$ cat src/capture_timer_pkg.sv
// Shared constants for the two-channel capture/compare timer
package capture_timer_pkg;
  localparam int CNT_W = 16;
  localparam int NUM_CH = 2;
  localparam int SEL_W = 3;
  // Clock source select codes
  localparam logic [2:0] SRC_EXT = 3'h7;
  // Edge/level select codes {b,a}
  localparam logic [1:0] EDGE_OFF = 2'h0;
  localparam logic [1:0] EDGE_RISE = 2'h1;
  localparam logic [1:0] EDGE_FALL = 2'h2;
  localparam logic [1:0] EDGE_ANY = 2'h3;
  // Compare pin actions
  localparam logic [1:0] ACT_NONE = 2'h0;
  localparam logic [1:0] ACT_TOGGLE = 2'h1;
  localparam logic [1:0] ACT_CLEAR = 2'h2;
  localparam logic [1:0] ACT_SET = 2'h3;
  // Reset values and the free-running count limit
  localparam logic [15:0] CNT_RST = 16'h0000;
  localparam logic [5:0] PRESCALE_RST = 6'h00;
  localparam logic [1:0] SYNC_RST = 2'h0;
  localparam logic [15:0] MAX_COUNT = 16'hFFFF;
endpackage

$ cat src/two_channel_capture_timer.sv
// Two-channel 16-bit timer with prescaler, modulo counter, capture and compare
`timescale 1ns/100ps
`default_nettype none
// Behaviour
// 16-bit up-counter, free-running or modulo with programmed limit
// Modulo limit comes from high and low limit bytes
// Reading the counter never disturbs counting
// Two channels, each independently capture or compare
// 3-bit select picks seven prescaled bus rates or external clock pin
// External clock source stays at or below four megahertz
// Capture triggers on rising, falling or either edge per select bits
// Capture value held as two 8-bit bytes forming 16 bits
// Active edge copies counter into channel value registers
// Every qualifying edge captures even when flag already set
// Capture sets channel flag; flag and enable raise interrupt
// Captured value visible two bus cycles after pin event; the capture outputs show it after the fourth rising clock edge
// Later capture overwrites earlier value, no queue
// Reset leaves channel value registers unchanged
// Compare match drives pin high, low or toggles it
// Option toggles channel pin on each counter overflow
// Stop bit halts counter; reset bit zeroes counter and prescaler
// Counter equal to channel value applies pin action, may interrupt
// Buffer link pairs channels; last-written registers control after overflow
// Select codes divide bus clock by 1 to 64; code 7 is external
// Counter wraps to zero past limit and sets overflow flag
module two_channel_capture_timer (
  input wire logic clk_sys_i,
  input wire logic arst_n_i,
  input wire logic [2:0] clock_source_select_i,
  input wire logic counter_stop_i,
  input wire logic counter_reset_i,
  input wire logic modulo_enable_i,
  input wire logic [7:0] modulo_limit_high_i,
  input wire logic [7:0] modulo_limit_low_i,
  input wire logic overflow_int_enable_i,
  input wire logic overflow_flag_clear_i,
  input wire logic ext_timer_clock_pin_i,
  input wire logic channel0_pin_i,
  input wire logic channel1_pin_i,
  input wire logic [1:0] channel_compare_mode_i,
  input wire logic [1:0] edge_level_select_b_i,
  input wire logic [1:0] edge_level_select_a_i,
  input wire logic [1:0] channel_toggle_on_ovf_i,
  input wire logic [1:0] channel_int_enable_i,
  input wire logic [1:0] channel_flag_clear_i,
  input wire logic buffer_link_select_i,
  input wire logic [1:0] channel_value_write_i,
  input wire logic [7:0] channel_value_high_i,
  input wire logic [7:0] channel_value_low_i,
  output logic [7:0] counter_high_o,
  output logic [7:0] counter_low_o,
  output logic [7:0] capture_value_high0_o,
  output logic [7:0] capture_value_low0_o,
  output logic [7:0] capture_value_high1_o,
  output logic [7:0] capture_value_low1_o,
  output logic channel0_event_flag_o,
  output logic channel1_event_flag_o,
  output logic overflow_flag_o,
  output logic interrupt_o,
  output logic channel0_pin_o,
  output logic channel0_pin_oe_o,
  output logic channel1_pin_o,
  output logic channel1_pin_oe_o
);
  logic [15:0] count;
  logic [5:0] prescale;
  logic ovf_flag;
  logic active_ch1;
  logic pending_ch1;
  logic pending_valid;
  logic [15:0] val_q [2];
  logic [15:0] val_d [2];
  logic [1:0] flag;
  logic [1:0] pin_lvl;
  logic [1:0] rise;
  logic [1:0] fall;
  logic ext_rise;
  logic [1:0] edge_sel [2];
  logic [1:0] action [2];
  logic [15:0] match [2];
  logic [1:0] mode;
  logic [15:0] limit;
  logic [15:0] wr_value;
  logic [1:0] wr_en;
  logic [5:0] next_prescale;
  logic [15:0] next_count;
  logic ovf_irq;
  logic [1:0] ch_irq;
  logic tick;
  logic at_limit;
  logic ovf;
  logic int_req;

  // External clock and channel pins pass two flops first
  pin_sync u_ext_sync (
    .clk_sys_i(clk_sys_i),
    .arst_n_i(arst_n_i),
    .pin_i(ext_timer_clock_pin_i),
    .level_o(),
    .rise_o(ext_rise),
    .fall_o()
  );

  pin_sync u_ch0_sync (
    .clk_sys_i(clk_sys_i),
    .arst_n_i(arst_n_i),
    .pin_i(channel0_pin_i),
    .level_o(),
    .rise_o(rise[0]),
    .fall_o(fall[0])
  );

  pin_sync u_ch1_sync (
    .clk_sys_i(clk_sys_i),
    .arst_n_i(arst_n_i),
    .pin_i(channel1_pin_i),
    .level_o(),
    .rise_o(rise[1]),
    .fall_o(fall[1])
  );

  // Prescaler tap select: ratios 1..64, code 7 uses external edges
  assign next_prescale = prescale + 6'h01;
  always_comb begin
    unique case (clock_source_select_i)
      3'h0: tick = 1'b1;
      3'h1: tick = prescale[0];
      3'h2: tick = &prescale[1:0];
      3'h3: tick = &prescale[2:0];
      3'h4: tick = &prescale[3:0];
      3'h5: tick = &prescale[4:0];
      3'h6: tick = &prescale[5:0];
      capture_timer_pkg::SRC_EXT: tick = ext_rise;
    endcase
    if (counter_stop_i || counter_reset_i) begin
      tick = 1'b0;
    end
  end

  // Limit is full range when free-running
  assign limit = modulo_enable_i ? {modulo_limit_high_i, modulo_limit_low_i}
                                 : capture_timer_pkg::MAX_COUNT;
  assign at_limit = (count == limit);
  assign ovf = tick && at_limit;

  // Prescaler runs unless stopped; the reset bit clears it
  always_ff @(posedge clk_sys_i or negedge arst_n_i) begin
    if (!arst_n_i) begin
      prescale <= capture_timer_pkg::PRESCALE_RST;
    end else if (counter_reset_i) begin
      prescale <= capture_timer_pkg::PRESCALE_RST;
    end else if (!counter_stop_i) begin
      prescale <= next_prescale;
    end
  end

  // Next count wraps to zero at the limit
  assign next_count = at_limit ? capture_timer_pkg::CNT_RST : count + 16'h0001;

  // Counter steps once per tick; tick is already low while stopped
  always_ff @(posedge clk_sys_i or negedge arst_n_i) begin
    if (!arst_n_i) begin
      count <= capture_timer_pkg::CNT_RST;
    end else if (counter_reset_i) begin
      count <= capture_timer_pkg::CNT_RST;
    end else if (tick) begin
      count <= next_count;
    end
  end

  // Channel writes and configuration fan-out
  assign wr_value = {channel_value_high_i, channel_value_low_i};
  assign wr_en = channel_value_write_i;
  assign mode = channel_compare_mode_i;

  // Buffered pair: remember which set was written last
  always_ff @(posedge clk_sys_i or negedge arst_n_i) begin
    if (!arst_n_i) begin
      pending_ch1 <= 1'b0;
      pending_valid <= 1'b0;
    end else if (!buffer_link_select_i) begin
      pending_valid <= 1'b0;
    end else if (wr_en[1]) begin
      pending_ch1 <= 1'b1;
      pending_valid <= 1'b1;
    end else if (wr_en[0]) begin
      pending_ch1 <= 1'b0;
      pending_valid <= 1'b1;
    end else if (ovf) begin
      pending_valid <= 1'b0;
    end
  end

  // Buffered pair: switch the active set only at overflow
  always_ff @(posedge clk_sys_i or negedge arst_n_i) begin
    if (!arst_n_i) begin
      active_ch1 <= 1'b0;
    end else if (!buffer_link_select_i) begin
      active_ch1 <= 1'b0;
    end else if (ovf && pending_valid) begin
      active_ch1 <= pending_ch1;
    end
  end

  // Channel 0 compares against whichever set is active when linked
  always_comb begin
    match[0] = val_q[0];
    match[1] = val_q[1];
    if (buffer_link_select_i && active_ch1) begin
      match[0] = val_q[1];
    end
  end

  // Per-channel configuration
  for (genvar i = 0; i < capture_timer_pkg::NUM_CH; i++) begin : g_ch
    assign edge_sel[i] = {edge_level_select_b_i[i], edge_level_select_a_i[i]};
    assign action[i] = {edge_level_select_b_i[i], edge_level_select_a_i[i]};
    timer_channel u_ch (
      .clk_sys_i(clk_sys_i),
      .arst_n_i(arst_n_i),
      .count_i(count),
      .tick_i(tick),
      .ovf_i(ovf),
      .compare_mode_i(mode[i]),
      .edge_sel_i(edge_sel[i]),
      .action_i(action[i]),
      .toggle_on_ovf_i(channel_toggle_on_ovf_i[i]),
      .rise_i(rise[i]),
      .fall_i(fall[i]),
      .wr_en_i(wr_en[i]),
      .wr_value_i(wr_value),
      .match_value_i(match[i]),
      .flag_clear_i(channel_flag_clear_i[i]),
      .value_o(val_d[i]),
      .flag_o(flag[i]),
      .pin_level_o(pin_lvl[i])
    );
  end

  // Overflow flag: set wins over clear
  always_ff @(posedge clk_sys_i or negedge arst_n_i) begin
    if (!arst_n_i) begin
      ovf_flag <= 1'b0;
    end else begin
      ovf_flag <= ovf | (ovf_flag & ~overflow_flag_clear_i);
    end
  end

  // Interrupt sources; channel 1 is silent while linked
  assign ovf_irq = ovf_flag && overflow_int_enable_i;
  assign ch_irq[0] = flag[0] && channel_int_enable_i[0];
  assign ch_irq[1] = flag[1] && channel_int_enable_i[1] && !buffer_link_select_i;
  assign int_req = ovf_irq || (|ch_irq);

  // Compare copies of the channel values; no reset keeps contents
  always_ff @(posedge clk_sys_i) begin
    val_q[0] <= val_d[0];
    val_q[1] <= val_d[1];
  end

  // Read-side capture bytes; no reset keeps contents
  always_ff @(posedge clk_sys_i) begin
    capture_value_high0_o <= val_d[0][15:8];
    capture_value_low0_o <= val_d[0][7:0];
    capture_value_high1_o <= val_d[1][15:8];
    capture_value_low1_o <= val_d[1][7:0];
  end

  // Counter copy for reading; a side copy never stalls counting
  always_ff @(posedge clk_sys_i or negedge arst_n_i) begin
    if (!arst_n_i) begin
      counter_high_o <= 8'h00;
      counter_low_o <= 8'h00;
    end else begin
      counter_high_o <= count[15:8];
      counter_low_o <= count[7:0];
    end
  end

  // Status flag copies
  always_ff @(posedge clk_sys_i or negedge arst_n_i) begin
    if (!arst_n_i) begin
      channel0_event_flag_o <= 1'b0;
      channel1_event_flag_o <= 1'b0;
      overflow_flag_o <= 1'b0;
    end else begin
      channel0_event_flag_o <= flag[0];
      channel1_event_flag_o <= flag[1];
      overflow_flag_o <= ovf_flag;
    end
  end

  // Interrupt request level
  always_ff @(posedge clk_sys_i or negedge arst_n_i) begin
    if (!arst_n_i) begin
      interrupt_o <= 1'b0;
    end else begin
      interrupt_o <= int_req;
    end
  end

  // Channel 0 pin, driven only in compare mode
  always_ff @(posedge clk_sys_i or negedge arst_n_i) begin
    if (!arst_n_i) begin
      channel0_pin_o <= 1'b0;
      channel0_pin_oe_o <= 1'b0;
    end else begin
      channel0_pin_o <= pin_lvl[0];
      channel0_pin_oe_o <= mode[0];
    end
  end

  // Channel 1 pin, released while the pair is linked
  always_ff @(posedge clk_sys_i or negedge arst_n_i) begin
    if (!arst_n_i) begin
      channel1_pin_o <= 1'b0;
      channel1_pin_oe_o <= 1'b0;
    end else begin
      channel1_pin_o <= pin_lvl[1];
      channel1_pin_oe_o <= mode[1] && !buffer_link_select_i;
    end
  end
endmodule
`default_nettype wire

$ cat src/pin_sync.sv
// Two-flop synchroniser with registered edge detection
`timescale 1ns/100ps
`default_nettype none
module pin_sync (
  input wire logic clk_sys_i,
  input wire logic arst_n_i,
  input wire logic pin_i,
  output logic level_o,
  output logic rise_o,
  output logic fall_o
);
  logic meta;
  logic sync;
  logic last;
  // Metastability stages, then one stage for edge history
  always_ff @(posedge clk_sys_i or negedge arst_n_i) begin
    if (!arst_n_i) begin
      meta <= 1'b0;
      sync <= 1'b0;
      last <= 1'b0;
    end else begin
      meta <= pin_i;
      sync <= meta;
      last <= sync;
    end
  end
  assign level_o = sync;
  assign rise_o = sync & ~last;
  assign fall_o = ~sync & last;
endmodule
`default_nettype wire

$ cat src/timer_channel.sv
// One capture/compare channel: value register, flag and pin logic
`timescale 1ns/100ps
`default_nettype none
module timer_channel (
  input wire logic clk_sys_i,
  input wire logic arst_n_i,
  input wire logic [15:0] count_i,
  input wire logic tick_i,
  input wire logic ovf_i,
  input wire logic compare_mode_i,
  input wire logic [1:0] edge_sel_i,
  input wire logic [1:0] action_i,
  input wire logic toggle_on_ovf_i,
  input wire logic rise_i,
  input wire logic fall_i,
  input wire logic wr_en_i,
  input wire logic [15:0] wr_value_i,
  input wire logic [15:0] match_value_i,
  input wire logic flag_clear_i,
  output logic [15:0] value_o,
  output logic flag_o,
  output logic pin_level_o
);
  logic [15:0] value;
  logic flag;
  logic pin_level;
  logic next_pin;
  wire cap_hit;
  wire cmp_hit;
  // Edge qualification per select code
  assign cap_hit = !compare_mode_i &&
                   ((edge_sel_i == capture_timer_pkg::EDGE_RISE && rise_i) ||
                    (edge_sel_i == capture_timer_pkg::EDGE_FALL && fall_i) ||
                    (edge_sel_i == capture_timer_pkg::EDGE_ANY && (rise_i | fall_i)));
  assign cmp_hit = compare_mode_i && tick_i && (count_i == match_value_i);
  // Value register has no reset; capture always overwrites
  always_ff @(posedge clk_sys_i) begin
    if (cap_hit) begin
      value <= count_i;
    end else if (wr_en_i) begin
      value <= wr_value_i;
    end
  end
  // Pin action on match, toggle on overflow
  always_comb begin
    next_pin = pin_level;
    if (cmp_hit) begin
      unique case (action_i)
        capture_timer_pkg::ACT_TOGGLE: next_pin = ~pin_level;
        capture_timer_pkg::ACT_CLEAR: next_pin = 1'b0;
        capture_timer_pkg::ACT_SET: next_pin = 1'b1;
        capture_timer_pkg::ACT_NONE: next_pin = pin_level;
      endcase
    end
    if (compare_mode_i && ovf_i && toggle_on_ovf_i) begin
      next_pin = ~next_pin;
    end
  end
  // Flag: event set wins over clear
  always_ff @(posedge clk_sys_i or negedge arst_n_i) begin
    if (!arst_n_i) begin
      flag <= 1'b0;
      pin_level <= 1'b0;
    end else begin
      flag <= (cap_hit | cmp_hit) | (flag & ~flag_clear_i);
      pin_level <= next_pin;
    end
  end
  assign value_o = value;
  assign flag_o = flag;
  assign pin_level_o = pin_level;
endmodule
`default_nettype wire

$ cat config.mk
export PLATFORM = sky130hd
export DESIGN_NAME = two_channel_capture_timer
export DESIGN_NICKNAME = d
export VERILOG_FILES = /design/src/capture_timer_pkg.sv /design/src/two_channel_capture_timer.sv /design/src/pin_sync.sv /design/src/timer_channel.sv
export SDC_FILE = /design/constraint.sdc
export NUM_CORES = 1
export LEC_CHECK = 0
export BUFFER_PORTS_ARGS = -buffer_cell sky130_fd_sc_hd__buf_2
export CELL_PAD_IN_SITES_DETAIL_PLACEMENT = 1
export CELL_PAD_IN_SITES_GLOBAL_PLACEMENT = 1
export CORE_MARGIN = 2
export CORE_UTILIZATION = 46
export CTS_CLUSTER_DIAMETER = 80
export CTS_CLUSTER_SIZE = 28
export DETAILED_ROUTE_END_ITERATION = 12
export GPL_ROUTABILITY_DRIVEN = 1
export HOLD_SLACK_MARGIN = 0.08
export PLACE_DENSITY_LB_ADDON = 0.1
export SLEW_MARGIN = 25
export SYNTH_ARGS = -nofsm -noshare
export SYNTH_HDL_FRONTEND = slang
export SYNTH_SLANG_ARGS = --single-unit
$ cat constraint.sdc
create_clock -name clk_sys_i -period 3.4 [get_ports clk_sys_i]
set_input_delay 0.51 -clock clk_sys_i [delete_from_list [all_inputs] [get_ports clk_sys_i]]
set_output_delay 0.51 -clock clk_sys_i [all_outputs]
set_load 0.03 [all_outputs]
# == After elaboration in Yosys (flattened, before gate mapping) ==
# Memory sizes are Yosys's and may differ from the RTL's.
# Cells that the tools add are included.
# classes
addsub,2
multipliers,0
n_div,0
n_lt_le_gt_ge,0
n_eq_ne,19
n_shift,0
n_mux,27
n_bitwise,27
n_reduce_logical,47
# ops
operator,count
two-way mux 16 bit,9
== test 16 bit,3
logical AND 1 bit,24
"adder 16 x 1 -> 16 bit, second input constant",1
two-way mux 1 bit,13
"== test 3 bit, second input constant",4
two-way mux 6 bit,2
NOT 1 bit,12
bitwise AND 1 bit,8
"== test 2 bit, second input constant",4
case mux 1 bit (4 select lines),2
case mux 1 bit (8 select lines),1
nonzero test 2 bit,4
OR 1 bit,7
"adder 6 x 1 -> 6 bit, second input constant",1
"== test 3 x 2 -> 1 bit, second input constant",2
logical OR 1 bit,6
AND reduction 6 bit,1
AND reduction 5 bit,1
"== test 2 x 1 -> 1 bit, second input constant",2
zero test 2 bit,2
"!= test 2 x 1 -> 1 bit, second input constant",2
"!= test 4 x 1 -> 1 bit, second input constant",1
AND reduction 2 bit,2
other kinds (6),8
# word_totals
register_bits,127
latch_bits,0
ramBits,32
rom_bits,0
in_bits,60
output_inout_bits,56
elab_cells,158
memories,1
# mem_list
memory,depth,word_bits,read_ports,rd_clocked_by_memory_dff,write_ports,line_no,text
val_q,2,16,2,0,2,two_channel_capture_timer.sv:71,logic [15:0] val_q [2];

# == Logic depth before layout (Yosys ltp) ==
# depth
ltp_word,9
depth_mapped,10

# == Modules after synthesis ==
# From an unflattened synthesis, not the netlist that was laid out.
# hier_totals
hier_cells,449
hier_area_um2,5641.7
# by_module_without_submodules
mod,instances,cells_each,area_each_um2,seq_area_each_um2
two_channel_capture_timer,1,294,3437.0,1891.8
timer_channel,2,70,967.2,530.5
pin_sync,3,5,90.1,75.1

# == Least setup slack after synthesis ==
# Ideal clock, no wire load.
# synth_path
path_type,register to register
start,register u_ch0_sync.last
end,"register g_ch[0].u_ch.value[0], enable pin"
setup_time_ps,334
t_arrival_ps,2008
setup_slack_ps,1058
path_stages_with_launch,8
synth_period_minus_slack_ps,2342
cell_sequence,dfrtp_1 > inv_1 > ha_1 > nand2_1 > o211ai_1 > a21oi_1 > clkbuf_1 > or2_2
# synth_between
elab_chain_cells,7
elab_cells_between_ends,11
cone_classes,bitwise (4); reduce/logical (7)
# synth_lines
item,line_no,text
from (decl),pin_sync.sv:14,logic last;
from (signal assigned),pin_sync.sv:24,last <= sync;
NOT 1 bit,pin_sync.sv:28,assign rise_o = sync & ~last;
bitwise AND 1 bit,pin_sync.sv:28,
OR 1 bit / logical AND 1 bit (equally long branches),"timer_channel.sv:34, timer_channel.sv:32",
logical AND 1 bit / logical OR 1 bit (equally long branches),"timer_channel.sv:34, timer_channel.sv:32",
logical OR 1 bit *,timer_channel.sv:33,(edge_sel_i == capture_timer_pkg::EDGE_FALL && fall_i) ||
logical AND 1 bit *,timer_channel.sv:31,assign cap_hit = !compare_mode_i &&
nonzero test 2 bit (no line) *,--,
to (signal assigned),timer_channel.sv:39,value <= count_i;
to (signal assigned),timer_channel.sv:41,value <= wr_value_i;
to (decl),timer_channel.sv:24,logic [15:0] value;
# Every way passes the cells marked *; elsewhere a longest branch is shown, timed or not.
# A chain may end at the register's enable or synchronous reset.

# == Final worst setup path ==
# layout_path
start,register count[9]
end,register g_ch[0].u_ch.pin_level
# layout_between
elab_chain_cells,5
elab_cells_between_ends,9
cone_classes,eq/ne (2); mux (2); bitwise (1); reduce/logical (4)
# layout_lines
item,line_no,text
from (decl),two_channel_capture_timer.sv:65,logic [15:0] count;
from (signal assigned),two_channel_capture_timer.sv:163,count <= capture_timer_pkg::CNT_RST;
from (signal assigned),two_channel_capture_timer.sv:165,count <= capture_timer_pkg::CNT_RST;
from (signal assigned),two_channel_capture_timer.sv:167,count <= next_count;
"== test 16 bit, on equally long branches","timer_channel.sv:35, two_channel_capture_timer.sv:143",
"logical AND 1 bit, on equally long branches","timer_channel.sv:35, two_channel_capture_timer.sv:144",
two-way mux 1 bit / logical AND 1 bit (equally long branches),"timer_channel.sv:47, timer_channel.sv:55",
NOT 1 bit / logical AND 1 bit (equally long branches),"timer_channel.sv:56, timer_channel.sv:55",
two-way mux 1 bit *,timer_channel.sv:55,if (compare_mode_i && ovf_i && toggle_on_ovf_i) begin
named net g_ch[0].u_ch.next_pin,timer_channel.sv:27,logic next_pin;
to (signal assigned),timer_channel.sv:66,pin_level <= next_pin;
to (decl),timer_channel.sv:26,logic pin_level;
# The timed path passes the listed nets; every way through them passes the cells marked *.

==> summary by stage <==
Run status
The flow ran to the end, and the final reports show no timing, DRC or antenna violations.

Clock network
The number of buffers added by the clock tree synthesis step is 17. The clock latency at the later pin of the worst-skew pair is 420 ps. The cell sitting at the root of the clock tree is a sky130_fd_sc_hd__clkbuf_16. The number of clock sinks is 127. The count of cells resized by post-cts repair is 0.

The number of hold-repair buffers added at the cts stage is 0. The clock-pin slew reported for the worst setup and hold paths after clock tree synthesis is 60 ps. The largest buffer count on any clock path is 2. The CTS tree is yes.

Post-CTS timing repair inserted 0 buffers for setup. The deepest level of the CTS H-tree is 4.

Timing
The smallest clock period supported by the final layout is computed as 2980 ps. The count of final hold-check violations is 0. The measured slew at the worst slew-check pin is 692 ps. Across all hold checks on the routed design, the worst slack comes to 131 ps. The fraction of the cycle the final worst path needs is 87.8%. Measured against its own limit, the worst slew margin works out to 52.7%. The max-slew violation count is 0. The total negative setup slack is 0 ps. Timing would allow up to 335 MHz. Setup repair after global routing left no endpoint under its margin.

The maximum clock skew at final layout is 8.35 ps. Setup violations remaining at the end of the flow were counted as 0. The final critical-path setup slack is 416 ps.

Routing
The total vias in the final route is 4204. For this block, the initial DRC count from the detailed router was 245. The detail route stage leaves a number of antenna-violating nets equal to 0. The routed design has 14.9 mm of wire. The post-route DRC violation count is 0.

The detailed-router iteration count before antenna repair is 4. The detail-routed via count per cell is 5.51. The routed length per placed instance is 19.5 um.

GRT
The pin count of the biggest net entering global routing is 28. The sum of overflow across all layers after global routing is 0. The global routing usage summed across all routing layers is 24.4%. The via count of the first global-routing pass is 4399. The first global-routing pass estimated 23.6 mm of wire. The number of antenna violations at the first check in global routing is 0.

Place
The HPWL after detailed placement is 11.1 mm. Timing analysis after detailed placement gives a worst setup slack of 458 ps. Summing all placed instances gives a cell area of 6300 um^2.

Input and output buffers added on the ports amount to 115. The global placer's final weighted congestion is 0.856. The cell count after placement is 731.

Run
The total of max-cap violations is 0.

Power
The static leakage is 3.06 nW. Total power for the finished layout comes to 3.71 mW. The largest voltage drop on the vdd net is 0.000379 V. The total power density per cell area is 543 nW/um^2.

Critical path
The cell seen most often among critical-path stages is sky130_fd_sc_hd__xor2_1. Traced cell by cell, the critical path runs through xor2_1, o31ai_1, a32oi_1, a2111oi_0, nand2_1, nor2_2, nand3_1, xor2_1. In this run the critical register-to-register path is launched from count[9]$_DFFE_PN0P_.

The worst setup path is launched from a flip-flop. The arrival time at the worst endpoint is 3280 ps. The critical path capture point type is a flip-flop.

The critical path is of the flip-flop to flip-flop type. The cell class contributing the biggest share of worst-path delay is compound AO/OA/AOI/OAI gates. The required time at the endpoint of the critical path is 3690 ps. The most critical setup path has its startpoint at count[9]$_DFFE_PN0P_. The number of buffers and inverters on the critical path is 0. The delay of the slowest cell on the worst path is 650 ps. Among all stages on the critical path, the largest delay is contributed by sky130_fd_sc_hd__a2111oi_0. Along the worst path, the maximum fanout reaches 13.

Finish
In the final layout, the share of cells above drive strength 1 is 31.7%. The growth of design area from synthesis to finish is 23.2%. The finished layout holds 763 standard cells, fillers aside. The cell area after layout is 6830 um^2. After the last flow step, the layout net total stands at 670.

The fill cell total of the finished layout is 1306. The antenna diode instance count is 0. At the end of the flow the core is filled with cells to 57.6%.

Logic synthesis
The synthesized net count is 547. The post-synthesis cell area is 5540 um^2. The async set or reset register ratio after synthesis is 49.6%.

The sequential-to-total area share from yosys stat is 57.3%. The Yosys warning count is 0. Among all flip-flop cells after synthesis, the most frequent one is sky130_fd_sc_hd__dfrtp_1.

The synthesized design contains 32 enable-type register cells. After synthesis the netlist holds a flip-flop and latch count of 127. Yosys mapped the design onto 55 distinct sky130hd cell types. Synthesis handed over a netlist of 480 instances. Dividing the synthesized area by the synthesized cell count gives 11.5 um^2.

Floorplanning
For this configuration, the core starts out at a cell density of 46.7%. The number of top-level pins is 116. The y dimension of the die is 114 um. The die extent in x is 114 um. In this run the core area contains 40 standard-cell rows. After floorplanning, the core was sized to cover 11900 um^2. The die covers 12900 um^2.

Hold path
The tightest min-delay check is of the input pin to asynchronous set/reset pin type.
==> state kept, by name (all words and copies together) (netlist names), 2 cells and up <==
name / flops
counter_low_o: 8
g_ch.u_ch.flag_o: 2
prescale: 6
g_ch.u_ch.value_o: 32
counter_high_o: 8
val_q: 31
count: 16
g_ch.u_ch.pin_level_o: 2
==> cells by family after synthesis <==
group,Yosys count,share of synthesized area (%)
AOI/OAI and AO/OA,70,8.81
xor gates and xnor gates,46,7.27
adders and majority gates,7,1.58
buffers and inverters,45,3.48
DFF,127,57.3
muxes,36,7.23
and+or+nand+nor,149,14.3
==> final cells by class <==
type	instances	area [um^2]	area share (%)
multi-input cells	308	2170	31.8
inverters	19	71.3	1.04
repair buffers	130	688	10.1
well taps	147	184	2.69
clock buffers	27	503	7.37
flip-flops and latches	127	3180	46.5
clock inverters	5	28.8	0.421
==> cells in the mapped netlist, drive strengths merged, types with 7 or more instances <==
| library cell | count | area (um^2) |
|---|---|---|
| nand2 | 44 | 165 |
| nand2b | 8 | 50.1 |
| dfrtp | 63 | 1580 |
| ha | 7 | 87.6 |
| a21oi | 12 | 60.1 |
| buf | 14 | 76.3 |
| nor2 | 20 | 77.6 |
| xnor2 | 17 | 149 |
| nand3 | 16 | 80.1 |
| xor2 | 29 | 254 |
| mux2 | 32 | 360 |
| clkbuf | 12 | 45.0 |
| o31ai | 7 | 52.6 |
| nor3 | 20 | 100 |
| edfxtp | 32 | 961 |
| dfxtp | 32 | 641 |
| o21ai | 16 | 80.1 |
| inv | 19 | 71.3 |
==> routing by layer <==
metal  vias up  wire length, um  GRT usage, %  part of all wire, %
met1      2109             6480          31.4                   43
li1       1961                -             -                    -
met4         0              190          8.21                  1.3
met3        15              778          5.37                  5.2
met2       119             7450          41.2                   50
met5         -                0             0                    0
==> placed cells by master, fill, tap and decap left out, drive strengths merged, types with 5 or more instances in the layout <==
cell type,Yosys,routed
nand4bb,6,6
nand3,16,16
edfxtp,32,32
a21oi,12,12
xnor2,17,17
nand2b,8,8
buf,14,130
clkbuf,12,27
mux2,32,32
a32oi,5,5
ha,7,7
nor2,20,20
nor3,20,20
dfrtp,63,63
nand2,44,44
o31ai,7,7
xor2,29,29
dfxtp,32,32
o21ai,16,16
nand3b,6,6
inv,19,20
==> where the power goes <==
group	internal (mW)	leakage, nW	switching, mW
clock network	1.00	0.262	0.632
registers	1.66	1.43	0.0513
logic	0.132	1.37	0.230
total	2.79	3.06	0.913
==> worst paths after layout <==
path / slack, ps / end / cells after the start
max: 420 / g_ch[0].u_ch.pin_level_o$_DFF_PN0_ / 8
min: 130 / counter_high_o[0]$_DFF_PN0_ / 1
max reg2reg: 420 / g_ch[0].u_ch.pin_level_o$_DFF_PN0_ / 8
min reg2reg: 340 / val_q[0][27]$_DFF_P_ / 0
max in group asynchronous: 2510 / channel0_pin_o$_DFF_PN0_ / 2
min in group clk_sys_i: 200 / u_ch1_sync.meta$_DFF_PN0_ / 1
Note: power is estimated with default switching activity, not from simulation.
